File: src/hw/serializer_cfg_map.svh
/*
 register offsets, field positions, reset values for the serializer configuration/status bank.
 assumes byte-wide registers at the printed offsets on a plain register port.
*/
`ifndef SERIALIZER_CFG_MAP_SVH
`define SERIALIZER_CFG_MAP_SVH

`define OFS_RSVD_CFG_A     8'h06
`define OFS_RSVD_CFG_B     8'h07
`define OFS_CABLE_FAULT    8'h08
`define OFS_RSVD_STAT_A    8'h09
`define OFS_RSVD_STAT_B    8'h0A
`define OFS_RSVD_STAT_C    8'h0B
`define OFS_RSVD_CFG_C     8'h0C
`define OFS_OUT_SYNC_POL   8'h0D
`define OFS_DE_POL         8'h0E
`define OFS_XLATE_SRC_A    8'h0F
`define OFS_XLATE_DST_A    8'h10
`define OFS_XLATE_SRC_B    8'h11
`define OFS_XLATE_DST_B    8'h12
`define OFS_IRQ_STATUS     8'h20
`define OFS_IRQ_ENABLE     8'h21
`define OFS_IRQ_CLEAR      8'h22

`define RST_RSVD_CFG_A     8'h40
`define RST_RSVD_CFG_B     8'h22
`define RST_RSVD_CFG_C     8'h20
`define RST_ZERO           8'h00
`define WIRE_NORMAL        2'h2

`define BIT_GP_LEVEL       7
`define BIT_VSYNC_FLIP     6
`define BIT_HSYNC_FLIP     5
`define BIT_DE_FLIP        7
`define NEG_FAULT_HI       3
`define NEG_FAULT_LO       2
`define POS_FAULT_HI       1
`define POS_FAULT_LO       0
`define ADDR_HI            7
`define ADDR_LO            1

`define IRQ_BIT_NEG        0
`define IRQ_BIT_POS        1
`define IRQ_WIDTH          2

`endif

File: src/hw/serializer_cfg_pkg.sv
/*
 types shared by the serializer configuration/status bank.
 assumes nothing beyond the map header.
*/
package serializer_cfg_pkg;
    typedef logic [1:0] wire_state_t;
    typedef logic [6:0] i2c_addr_t;
    typedef logic [7:0] reg_byte_t;
endpackage : serializer_cfg_pkg

File: src/hw/serializer_config_status_regs.sv
/*
 configuration and status register bank of a serial video-link transmitter:
 cable-fault status, general-purpose output, sync/enable polarity flips, and
 an I2C address translator with two entries.
 assumes one 10 MHz clock, synchronous active-high reset, a plain register
 port with read data one cycle after the read strobe, and fault codes
 already synchronous to mclk.
*/
// Contract
// - negative wire state read-only 2-bit field, codes 00/01/10/11, resets to normal.
// - positive wire state in low two bits, same codes, resets to normal.
// - general-purpose pin follows output-level bit; bit resets to 0.
// - vsync inverted when its flip bit is set; bit resets to 0.
// - hsync inverted when its flip bit is set; bit resets to 0.
// - data-enable inverted when top-bit flip is set; resets to 0.
// - translation source A in bits 7:1, resets zero, bit 0 reads 0.
// - translation destination A in bits 7:1, resets zero, bit 0 reserved.
// - translation source B in bits 7:1, resets to zeros.
// - translation destination B in next register bits 7:1, resets zero.
`include "serializer_cfg_map.svh"
`timescale 1ns/1ps
`default_nettype none

module serializer_config_status_regs (
    // clock and reset
    input wire logic mclk,
    input wire logic sys_rst,
    // register port
    input wire logic [7:0] reg_addr,
    input wire logic [7:0] reg_wdata,
    input wire logic reg_wr,
    input wire logic reg_rd,
    output logic [7:0] reg_rdata,
    // cable monitor from analog driver
    input wire serializer_cfg_pkg::wire_state_t neg_wire_fault,
    input wire serializer_cfg_pkg::wire_state_t pos_wire_fault,
    // video inputs and conditioned outputs
    input wire logic vsync_in,
    input wire logic hsync_in,
    input wire logic de_in,
    output logic vsync_out,
    output logic hsync_out,
    output logic de_out,
    // general-purpose output
    output logic gpo,
    // address translation
    input wire serializer_cfg_pkg::i2c_addr_t i2c_addr_in,
    input wire logic i2c_addr_valid,
    output serializer_cfg_pkg::i2c_addr_t i2c_addr_out,
    output logic i2c_addr_out_valid,
    // interrupt
    output logic irq
);
    import serializer_cfg_pkg::*;

    wire_state_t neg_fault_r;
    wire_state_t pos_fault_r;
    logic gp_output_level_r;
    logic vsync_polarity_flip_r;
    logic hsync_polarity_flip_r;
    logic data_enable_polarity_flip_r;
    i2c_addr_t xlate_src_a_r;
    i2c_addr_t xlate_dst_a_r;
    i2c_addr_t xlate_src_b_r;
    i2c_addr_t xlate_dst_b_r;
    logic [`IRQ_WIDTH-1:0] irq_status_r;
    logic [`IRQ_WIDTH-1:0] irq_enable_r;
    reg_byte_t rdata_nxt;

    function automatic logic hit(input logic [7:0] a, input logic [7:0] ofs);
        hit = (a == ofs);
    endfunction : hit

    // fault codes are registered so status reads see a stable value; events compare the raw input code against it
    always_ff @(posedge mclk) begin
        if (sys_rst) begin
            neg_fault_r <= `WIRE_NORMAL;
            pos_fault_r <= `WIRE_NORMAL;
        end else begin
            neg_fault_r <= neg_wire_fault;
            pos_fault_r <= pos_wire_fault;
        end
    end

    // output-level and sync polarity register
    always_ff @(posedge mclk) begin
        if (sys_rst) begin
            gp_output_level_r <= 1'b0;
            vsync_polarity_flip_r <= 1'b0;
            hsync_polarity_flip_r <= 1'b0;
        end else if (reg_wr && hit(reg_addr, `OFS_OUT_SYNC_POL)) begin
            gp_output_level_r <= reg_wdata[`BIT_GP_LEVEL];
            vsync_polarity_flip_r <= reg_wdata[`BIT_VSYNC_FLIP];
            hsync_polarity_flip_r <= reg_wdata[`BIT_HSYNC_FLIP];
        end
    end

    always_ff @(posedge mclk) begin
        if (sys_rst) begin
            data_enable_polarity_flip_r <= 1'b0;
        end else if (reg_wr && hit(reg_addr, `OFS_DE_POL)) begin
            data_enable_polarity_flip_r <= reg_wdata[`BIT_DE_FLIP];
        end
    end

    // translation table; bit 0 of each write is dropped, it always reads 0
    always_ff @(posedge mclk) begin
        if (sys_rst) begin
            xlate_src_a_r <= 7'h00;
            xlate_dst_a_r <= 7'h00;
            xlate_src_b_r <= 7'h00;
            xlate_dst_b_r <= 7'h00;
        end else if (reg_wr) begin
            if (hit(reg_addr, `OFS_XLATE_SRC_A)) begin
                xlate_src_a_r <= reg_wdata[`ADDR_HI:`ADDR_LO];
            end
            if (hit(reg_addr, `OFS_XLATE_DST_A)) begin
                xlate_dst_a_r <= reg_wdata[`ADDR_HI:`ADDR_LO];
            end
            if (hit(reg_addr, `OFS_XLATE_SRC_B)) begin
                xlate_src_b_r <= reg_wdata[`ADDR_HI:`ADDR_LO];
            end
            if (hit(reg_addr, `OFS_XLATE_DST_B)) begin
                xlate_dst_b_r <= reg_wdata[`ADDR_HI:`ADDR_LO];
            end
        end
    end

    // pins: one register stage for every conditioned signal
    always_ff @(posedge mclk) begin
        if (sys_rst) begin
            gpo <= 1'b0;
            vsync_out <= 1'b0;
            hsync_out <= 1'b0;
            de_out <= 1'b0;
        end else begin
            gpo <= gp_output_level_r;
            vsync_out <= vsync_in ^ vsync_polarity_flip_r;
            hsync_out <= hsync_in ^ hsync_polarity_flip_r;
            de_out <= de_in ^ data_enable_polarity_flip_r;
        end
    end

    // entry A wins if both sources match; a zero source disables its entry
    always_ff @(posedge mclk) begin
        if (sys_rst) begin
            i2c_addr_out <= 7'h00;
            i2c_addr_out_valid <= 1'b0;
        end else begin
            i2c_addr_out_valid <= i2c_addr_valid;
            if (i2c_addr_valid) begin
                if (xlate_src_a_r != 7'h00 && i2c_addr_in == xlate_src_a_r) begin
                    i2c_addr_out <= xlate_dst_a_r;
                end else if (xlate_src_b_r != 7'h00 && i2c_addr_in == xlate_src_b_r) begin
                    i2c_addr_out <= xlate_dst_b_r;
                end else begin
                    i2c_addr_out <= i2c_addr_in;
                end
            end
        end
    end

    // sticky fault bits: set on a change of wire state into a fault; set beats clear
    logic [`IRQ_WIDTH-1:0] fault_new;
    assign fault_new[`IRQ_BIT_NEG] = (neg_wire_fault != `WIRE_NORMAL) && (neg_wire_fault != neg_fault_r);
    assign fault_new[`IRQ_BIT_POS] = (pos_wire_fault != `WIRE_NORMAL) && (pos_wire_fault != pos_fault_r);

    always_ff @(posedge mclk) begin
        if (sys_rst) begin
            irq_status_r <= '0;
        end else begin
            irq_status_r <= (irq_status_r & ~((reg_wr && hit(reg_addr, `OFS_IRQ_CLEAR)) ?
                reg_wdata[`IRQ_WIDTH-1:0] : {`IRQ_WIDTH{1'b0}})) | fault_new;
        end
    end

    always_ff @(posedge mclk) begin
        if (sys_rst) begin
            irq_enable_r <= '0;
        end else if (reg_wr && hit(reg_addr, `OFS_IRQ_ENABLE)) begin
            irq_enable_r <= reg_wdata[`IRQ_WIDTH-1:0];
        end
    end

    always_ff @(posedge mclk) begin
        if (sys_rst) begin
            irq <= 1'b0;
        end else begin
            irq <= |(irq_enable_r & irq_status_r);
        end
    end

    // read mux; reserved words return their defaults, unmapped offsets read zero
    always_comb begin
        rdata_nxt = `RST_ZERO;
        unique case (reg_addr)
            `OFS_RSVD_CFG_A: rdata_nxt = `RST_RSVD_CFG_A;
            `OFS_RSVD_CFG_B: rdata_nxt = `RST_RSVD_CFG_B;
            `OFS_RSVD_CFG_C: rdata_nxt = `RST_RSVD_CFG_C;
            `OFS_CABLE_FAULT: rdata_nxt = {4'h0, neg_fault_r, pos_fault_r};
            `OFS_OUT_SYNC_POL: rdata_nxt = {gp_output_level_r, vsync_polarity_flip_r, hsync_polarity_flip_r, 5'h00};
            `OFS_DE_POL: rdata_nxt = {data_enable_polarity_flip_r, 7'h00};
            `OFS_XLATE_SRC_A: rdata_nxt = {xlate_src_a_r, 1'b0};
            `OFS_XLATE_DST_A: rdata_nxt = {xlate_dst_a_r, 1'b0};
            `OFS_XLATE_SRC_B: rdata_nxt = {xlate_src_b_r, 1'b0};
            `OFS_XLATE_DST_B: rdata_nxt = {xlate_dst_b_r, 1'b0};
            `OFS_IRQ_STATUS: rdata_nxt = {6'h00, irq_status_r};
            `OFS_IRQ_ENABLE: rdata_nxt = {6'h00, irq_enable_r};
            default: rdata_nxt = `RST_ZERO;
        endcase
    end

    // writes to reserved and read-only offsets are dropped in hardware
    always_ff @(posedge mclk) begin
        if (sys_rst) begin
            reg_rdata <= `RST_ZERO;
        end else if (reg_rd) begin
            reg_rdata <= rdata_nxt;
        end else begin
            reg_rdata <= `RST_ZERO;
        end
    end
endmodule : serializer_config_status_regs

`default_nettype wire

File: config.mk
export PLATFORM = sky130hd
export DESIGN_NAME = serializer_config_status_regs
export DESIGN_NICKNAME = d
export VERILOG_FILES = /design/src/hw/serializer_cfg_pkg.sv /design/src/hw/serializer_config_status_regs.sv
export VERILOG_INCLUDE_DIRS = /design/src /design/src/hw
export SDC_FILE = /design/constraint.sdc
export NUM_CORES = 1
export LEC_CHECK = 0
export BUFFER_PORTS_ARGS = -buffer_cell sky130_fd_sc_hd__buf_4
export CAP_MARGIN = 20
export CORE_UTILIZATION = 45
export CTS_CLUSTER_DIAMETER = 120
export DETAILED_ROUTE_END_ITERATION = 12
export MAX_ROUTING_LAYER = met4
export PLACE_DENSITY_LB_ADDON = 0.05
export REMOVE_ABC_BUFFERS = 1
export SETUP_SLACK_MARGIN = 0.2
export SYNTH_ARGS = -nofsm -noshare
export SYNTH_HDL_FRONTEND = slang
export SYNTH_SLANG_ARGS = --single-unit
File: constraint.sdc
create_clock -name mclk -period 3.15 [get_ports mclk]
set_input_delay 0.1575 -clock mclk [delete_from_list [all_inputs] [get_ports mclk]]
set_output_delay 0.1575 -clock mclk [all_outputs]
set_load 0.005 [all_outputs]
Word-level counts from Yosys, hierarchy flattened --
Index checks and enable logic that the tools add are counted.
Operators by class: reductions and logical operators 16, mux-type cells 4, equal/unequal tests 19, bitwise gates (word level) 8
Operators with widths (number):
- 8-bit one-hot mux with 12 select lines | 1
- 8-bit by 4-bit == test with 1-bit output (second input constant) | 5
- 8-bit by 5-bit == test with 1-bit output (second input constant) | 3
- 8-bit by 6-bit == test with 1-bit output (second input constant) | 3
- 8-bit by 3-bit == test with 1-bit output (second input constant) | 2
- 7-bit == test | 2
- 7-bit two-way mux | 2
- 7-bit nonzero test | 2
- 1-bit logical AND | 8
- 2-bit AND reduction | 4
- 2-bit bitwise AND | 2
- 2-bit inequality test | 2
- 2-bit inequality test (second input constant) | 2
- 2-bit OR reduction | 2
- 1-bit bitwise XOR | 3
- 2-bit two-way mux | 1
- 2-bit NOT | 1
- 2-bit bitwise OR | 1
- 1-bit NOT | 1
Storage, ports and cells: bits in registers 61, input bits 35, output and inout port bits 21, word-level logic and storage cells 67

Longest topological paths before layout --
Gate-level depths: netlist (run 1).
word-level depth 6, gate-level depth with buffers 7, mapped depth without buffers 5

Least setup slack after synthesis (run 1) --
OpenSTA, ideal clock, no wires.
path kind input to register, start input port reg_addr[3], end register xlate_dst_a_r[0], slack 1377 ps, buffers on the path 1, setup time 128 ps, data arrival time 1645 ps, required time 3022 ps, cell stages on the path 6, path through buf_6 or4_4 nor3b_4 nand3_4 mux2i_1 nor2_1
Between the ends: cells in the longest elaborated chain, start to end 2
RTL lines:
- start: declaration | line serializer_config_status_regs.sv:29 | input wire logic [7:0] reg_addr,
- 8-bit by 5-bit == test with 1-bit output | line serializer_config_status_regs.sv:71 | hit = (a == ofs);
- 2-bit AND reduction (no line)
- end signal: assignment | line serializer_config_status_regs.sv:118 | xlate_dst_a_r <= reg_wdata[`ADDR_HI:`ADDR_LO];
- end: declaration | line serializer_config_status_regs.sv:63 | i2c_addr_t xlate_dst_a_r;
No other way between the ends. A chain may end at the register's enable or synchronous reset.

Worst setup path after layout (run 1) --
start register xlate_src_a_r[2], end register i2c_addr_out[3]
Between the ends: cells in the longest elaborated chain, start to end 3, elaborated cells on any way between the ends 4, classes of those cells 1 x eq/ne; 1 x mux; 2 x reduce/logical
RTL lines:
- start: declaration | line serializer_config_status_regs.sv:62 | i2c_addr_t xlate_src_a_r;
- start signal: assignment | line serializer_config_status_regs.sv:115 | xlate_src_a_r <= reg_wdata[`ADDR_HI:`ADDR_LO];
- 7-bit == test / 7-bit nonzero test (equally long branches) | line serializer_config_status_regs.sv:152 | if (xlate_src_a_r != 7'h00 && i2c_addr_in == xlate_src_a_r) begin
- 1-bit logical AND * | line serializer_config_status_regs.sv:152
- 7-bit two-way mux * | line serializer_config_status_regs.sv:152
- end signal: assignment | line serializer_config_status_regs.sv:153 | i2c_addr_out <= xlate_dst_a_r;
- end signal: assignment | line serializer_config_status_regs.sv:155 | i2c_addr_out <= xlate_dst_b_r;
- end signal: assignment | line serializer_config_status_regs.sv:157 | i2c_addr_out <= i2c_addr_in;
- end: declaration | line serializer_config_status_regs.sv:49 | output serializer_cfg_pkg::i2c_addr_t i2c_addr_out,
Every way passes the cells marked *; elsewhere a longest branch is shown, timed or not.

==> flow_metrics.py, run 1 <==
metrics = {
    "routing": {
        "vias": 2608,
        "detail_route.first_pass.iterations": 5,
        "totalWireLength_mm": 7.758,
        "via_per_inst": 5.609,
        "wl_per_cell_um": 16.68,
        "drt-initial-drc-count": 135,
        "drcViolationCount": 0,
        "ant_nets": 0,
    },
    "setup_path": {
        "reg2reg_setup_slack_ns": 1.22,
        "crit_path_max_fanout": 8,
        "worst_ep_arrival_time_ns": 2.20,
        "r2r_cells": 5,
        "crit_type": "flop to flop",
        "r2r-start": "xlate_src_a_r[2]",
        "critPathCaptureType": "flop",
        "r2r-end": "i2c_addr_out[3]",
        "cp_data_required_time_ns": 3.41,
        "start_kind": "flop",
    },
    "pwr": {
        "cell_internal_pwr_uw": 1293,
        "pwr-share-comb_pct": 8.6,
        "pwr-share-clk_pct": 44.6,
        "power_frac_seq_pct": 46.8,
        "switchingPower_uw": 398.8,
        "p_leak_uw": 0.001630,
        "p_total_uw": 1692,
        "p_sw_share_pct": 23.57,
        "ir_drop_mv": 0.2815,
        "powerDensity_nw_per_um2": 464.9,
    },
    "timing": {
        "worst_pin_slew_ns": 0.6581,
        "timing.hold.ws_ns": 0.04168,
        "hold_viol": 0,
        "max_freq_ghz": 0.5173,
        "slew_violations": 0,
        "fin_setup_tns_ns": 0,
        "setup-violations-final": 0,
        "finalClockSkew_ns": 0.005566,
        "period_needed_ns": 1.933,
        "worst_slew_margin_rel_pct": 55.76,
        "rsz0062_at_grt": "false",
        "period_share_pct": 61.36,
    },
    "cts": {
        "cts_buffers": 9,
        "clk_pin_slew_worst_paths_ns": 0.07,
        "cts.repair.resized": 0,
        "htree_levels": 3,
        "clock-root-buffer": "clkbuf_8",
        "cts_tree": "yes",
        "clock-sinks": 61,
        "post_cts_buffers": 0,
        "clk-insertion-delay-late_ns": 0.34,
        "cts_buffer_depth": 2,
    },
    "placed_design": {
        "placed_area_um2": 3412,
        "place.gp.congestion": 0.8193,
        "port_buffers": 55,
        "dpl.hpwl_mm": 5.456,
    },
    "global_route": {
        "grt_pass1_vias": 2504,
        "grt_util_all_layers_pct": 24.21,
        "overflow": 0,
        "antenna_found_initial": 0,
        "grt_pass1_wl_mm": 12.72,
        "grt_max_degree": 60,
    },
    "floorplanning": {
        "initial_utilization_pct": 46.54,
        "die_w_um": 83.04,
        "ioPinCount": 56,
        "fp.dieH_um": 83.04,
        "row_count": 29,
        "design.core.area_um2": 6350,
        "dieArea_um2": 6896,
    },
    "job": {
        "max-cap-violations": 0,
    },
    "yosys": {
        "ys_warn_count": 0,
        "yosys.area.top_type": "dfxtp_1",
        "synth_async_sr_flop_share_pct": 0,
        "synth_top_area_share_pct": 41.32,
        "syn_area_um2": 2955,
        "avgSynthCellArea_um2": 8.956,
        "synth-edff-count": 0,
        "synth_cell_types": 43,
        "synth_cells": 330,
        "synth-seq-area-share_pct": 41.32,
        "ys.flop_type": "dfxtp_1",
        "ys_ff_latch": 61,
        "synth_area_leaders": "dfxtp_1 41%, mux2i_1 14%, nor2_1 5.5%",
    },
    "final_layout": {
        "num-nets-final": 418,
        "fin_area_um2": 3638,
        "layout-drive-gt1-share_pct": 20.62,
        "antennaDiodeCount": 0,
        "area_growth_pct": 23.12,
    },
    "worst_hold_path": {
        "min_delay_worst_endpoint": "vsync_out",
        "hp-class": "input pin to flop",
        "worstHoldStart": "vsync_in",
        "whs_path_depth": 3,
    },
    "status": {
        "outcome": "finished clean",
    },
}
[cells in the final DEF, fill, tap and decap left out, types with 4 or more instances in the layout]
master / n
nor4_1: 5
a21oi_1: 21
o221ai_1: 7
nor2b_1: 4
buf_4: 58
nand3b_1: 5
nand3_1: 11
clkbuf_8: 9
nor3_1: 5
xnor2_1: 5
inv_1: 7
nand2_1: 27
mux2i_1: 42
nand2b_1: 7
dfxtp_1: 61
nor2_1: 43
o21ai_0: 7
xor2_1: 11
a22oi_1: 4
or3_1: 7
[critical path: stages (launching register included)]
cell	delay [ns]
dfxtp_1	0.36
nor4_1	0.30
a211oi_1	0.12
o2111ai_1	0.53
nand2_1	0.32
o221ai_1	0.22
[flip-flops by register name (all words and copies together), names as in the netlist]
name / flops
gp_output_level_r: 1
xlate_src_b_r: 7
data_enable_polarity_flip_r: 1
neg_fault_r: 2
xlate_dst_a_r: 7
xlate_src_a_r: 7
vsync_out: 1
pos_fault_r: 2
hsync_out: 1
de_out: 1
irq_status_r: 2
xlate_dst_b_r: 7
hsync_polarity_flip_r: 1
irq_enable_r: 2
gpo: 1
i2c_addr_out: 7
i2c_addr_out_valid: 1
reg_rdata: 8
irq: 1
vsync_polarity_flip_r: 1
[cell families (layout without fill, tap and decap cells)]
kind of cell	after synthesis	count (layout)	synth area share [%]
and+or+nand+nor	133	133	24.17
xor gates and xnor gates	16	16	4.742
DFF	61	61	41.32
muxes	44	44	14.99
AOI/OAI and AO/OA	51	51	11.35
buffers and inverters	25	83	3.429
[through the flow]
step,utilization (%),worst slack [ns],std cells
finish,57.30,1.217,465
global route,57.30,1.032,465
CTS,57.30,1.215,465
detailed placement,53.73,1.079,447
global placement,53.73,1.092,447
floorplan,-,1.458,312
[layer usage]
metal,vias up,GRT usage [%],part of all wire (%)
met3,14,5.765,5.7
met5,-,-,0
met1,1233,30.72,47
met2,82,37.18,46
li1,1279,-,-
met4,0,9.718,1.9
[synth_stat cells, drive strengths merged (11+ instances only)]
library cell and number:
mux2i 42, clkbuf 15, xor2 11, nand2 27, a21oi 21, nand3 14, dfxtp 61, nor2 43
[repair_timing]
item / in CTS / in global routing
hold endpoints to repair: 2 / 0
hold buffers: 2 / 0
setup endpoints to repair: 0 / 0
[cell type report]
type	count	area, um2
fillers	580	2711
clock buffers	11	131.4
inverters	7	26.28
multi-input cells	244	1633
repair buffers	60	455.4
flip-flops and latches	61	1221
clock inverters	5	75.07
well taps	77	96.34
[power groups by stage]
stage | logic [uW] | registers [uW] | clock network (uW)
4_1_cts | 146 | 792 | 766
2_1_floorplan | 44.5 | 809 | 0
3_5_place_dp | 144 | 810 | 0
6_report | 146 | 792 | 754
3_3_place_gp | 143 | 809 | 0
5_1_grt | 158 | 793 | 795
[how the worst max path moves through the flow]
stage	start	end	slack, ns
floorplan	reg_addr[7]	xlate_dst_a_r[0]	1.46
global placement	reg_addr[7]	xlate_dst_b_r[1]	1.09
detailed placement	reg_addr[7]	xlate_dst_a_r[2]	1.08
CTS	xlate_src_a_r[2]	i2c_addr_out[3]	1.22
global route	xlate_src_a_r[2]	i2c_addr_out[3]	1.03
finish	xlate_src_a_r[2]	i2c_addr_out[3]	1.22
Power figures use the tool's default switching activity.
==> inputs of run 2 (changes only) <==
clock period = 2 ns   (was 3.15 ns; I/O delays follow)
==> run 2 against run 1 <==
Fmax is 13% higher. Worst hold slack worse by 0.027 ns. Critical endpoint is now i2c_addr_out[6]. Count of clock-buffer cells in the layout is 1 lower. Highest routed layer unchanged. Routed wire length is 1.3% higher. Clock power is 59% higher. Register-to-register slack worse by 0.93 ns. Non-clock buffer count is 13 higher. Critical path type unchanged. Worst setup slack worse by 0.93 ns.
==> flow_metrics.py, run 2 (synthesized netlist as in run 1, its figures left out) <==
metrics = {
    "cts": {
        "clock-root-buffer": "clkbuf_8",
        "clk_pin_slew_worst_paths_ns": 0.07,
        "htree_levels": 3,
        "cts_buffers": 9,
        "clk-insertion-delay-late_ns": 0.34,
        "cts_tree": "yes",
        "clock-sinks": 61,
        "cts_buffer_depth": 2,
    },
    "floorplanning": {
        "design.core.area_um2": 6350,
        "ioPinCount": 56,
        "fp.dieH_um": 83.04,
        "dieArea_um2": 6896,
        "initial_utilization_pct": 46.54,
        "row_count": 29,
        "die_w_um": 83.04,
    },
    "setup_path": {
        "crit_slowest_cell": "dfxtp_1",
        "reg2reg_setup_slack_ns": 0.28,
        "critPathCaptureType": "flop",
        "r2r_cells": 6,
        "crit_chain": "xor2_1 > nor4_2 > o2111ai_2 > buf_4 > or3_1 > o221ai_1",
        "worst_ep_arrival_time_ns": 1.97,
        "cp_data_required_time_ns": 2.26,
        "startpoint": "xlate_src_a_r[5]",
        "crit_type": "flop to flop",
        "r2r-start": "xlate_src_a_r[5]",
        "r2r-end": "i2c_addr_out[6]",
        "cp-endpoint": "i2c_addr_out[6]",
        "cp.buffers_inverters": 1,
        "crit_path_max_fanout": 5,
        "cp.depth": 6,
        "max_stage_delay_ns": 0.36,
        "start_kind": "flop",
        "crit_family": "simple AND/OR/NAND/NOR gates",
    },
    "routing": {
        "dr_wl_met2_mm": 3.522,
        "totalWireLength_mm": 7.859,
        "via_per_inst": 5.488,
        "drcViolationCount": 0,
        "drt-initial-drc-count": 140,
        "topRoutingLayerUsed": "met4",
        "detail_route.first_pass.iterations": 4,
        "vias": 2618,
        "wl_met3_um": 404,
        "met1_length_mm": 3.797,
        "wl_per_cell_um": 16.48,
        "ant_nets": 0,
    },
    "placed_design": {
        "dpl.hpwl_mm": 5.440,
        "port_buffers": 55,
        "dpl.cell_count": 454,
        "placed_area_um2": 3477,
        "place.gp.congestion": 0.8115,
    },
    "global_route": {
        "antenna_found_initial": 0,
        "overflow": 0,
        "grt_util_all_layers_pct": 24.58,
        "grt_max_degree": 36,
        "grt_pass1_wl_mm": 12.90,
        "grt_pass1_vias": 2512,
    },
    "timing": {
        "slew_violations": 0,
        "worst_pin_slew_ns": 1.119,
        "worst_slew_margin_rel_pct": 24.25,
        "finalClockSkew_ns": 0.005453,
        "period_needed_ns": 1.715,
        "period_share_pct": 85.77,
        "rsz0062_at_grt": "false",
        "max_freq_ghz": 0.5829,
        "hold_viol": 0,
        "setup-violations-final": 0,
        "fin_setup_tns_ns": 0,
    },
    "final_layout": {
        "final_cell_mix": "65 x buf_4, 61 x dfxtp_1, 43 x nor2_1",
        "fin_area_um2": 3785,
        "final_common_cell": "buf_4",
        "layout-drive-gt1-share_pct": 23.00,
        "finalNonFillerCells": 477,
        "antennaDiodeCount": 0,
        "num-nets-final": 431,
        "largest_register": "reg_rdata",
        "largest_reg_flops": 8,
        "area_growth_pct": 28.07,
    },
    "pwr": {
        "powerDensity_nw_per_um2": 710.9,
        "p_leak_uw": 0.001699,
        "ir_drop_mv": 0.4849,
        "p_total_uw": 2691,
    },
    "worst_hold_path": {
        "hp-class": "input pin to flop",
    },
    "status": {
        "outcome": "finished clean",
    },
    "job": {
        "max-cap-violations": 0,
    },
}
-- run 2: changes by cell type in the layout (fill, tap and decap cells not counted), sizes merged --
cell / delta
buf: +8
clkbuf: -1
dlygate4sd3: +5
-- run 2: per-layer routing --
metal  vias to the layer above  global-route usage (%)
li1                       1308                       -
met1                      1219                   32.73
met2                        79                   36.74
met3                        12                   4.175
met4                         0                   10.66
met5                         -                       -
-- run 2: how the worst min path moves through the flow --
stage | from | slack [ns] | depth (start not counted) | endpoint
detailed placement | pos_wire_fault[1] | 0.31 | 3 | pos_fault_r[1]
floorplan | sys_rst | 0.17 | 1 | neg_fault_r[0]
finish | reg_wdata[0] | 0.02 | 3 | irq_enable_r[0]
CTS | reg_wdata[0] | 0.007 | 3 | irq_enable_r[0]
global placement | pos_wire_fault[1] | 0.30 | 3 | pos_fault_r[1]
global route | reg_wdata[4] | 0.03 | 3 | xlate_dst_a_r[3]
-- run 2: report_power, final --
part	internal [uW]	switching, uW
Clock	722	478
Combinational	115	128
Sequential	1240	12.0
Total	2070	618
-- run 2: timing repair --
action                                  in CTS  in global routing
setup buffers                                1                  0
pin swaps                                    1                  0
resized for setup                            2                  1
hold buffers                                 7                  0
hold endpoints to repair                     7                  0
endpoints found under the setup margin       7                  7
-- run 2: worst min-delay path: cells and delay by family --
| kind | cells | cell delay, ns |
|---|---|---|
| buffers and inverters | 1 | 0.09 |
| AND/OR/NAND/NOR | 1 | 0.07 |
| multiplexers | 1 | 0.05 |
-- run 2: area by class of cell --
type | count | area [um2]
well taps | 77 | 96.34
repair buffers | 73 | 578.1
inverters | 7 | 26.28
clock inverters | 5 | 75.07
flip-flops and latches | 61 | 1221
clock buffers | 10 | 137.6
fillers | 589 | 2565
multi-input cells | 244 | 1650
-- run 2: metrics by stage --
step	hold slack (ns)	setup WS, ns	utilization [%]
2_1_floorplan	0.1667	0.3656	-
3_3_place_gp	0.2975	0.1402	54.76
3_5_place_dp	0.3054	0.1113	54.76
4_1_cts	0.006730	0.2270	59.53
5_1_grt	0.03335	0.2109	59.61
6_report	0.01503	0.2845	59.61
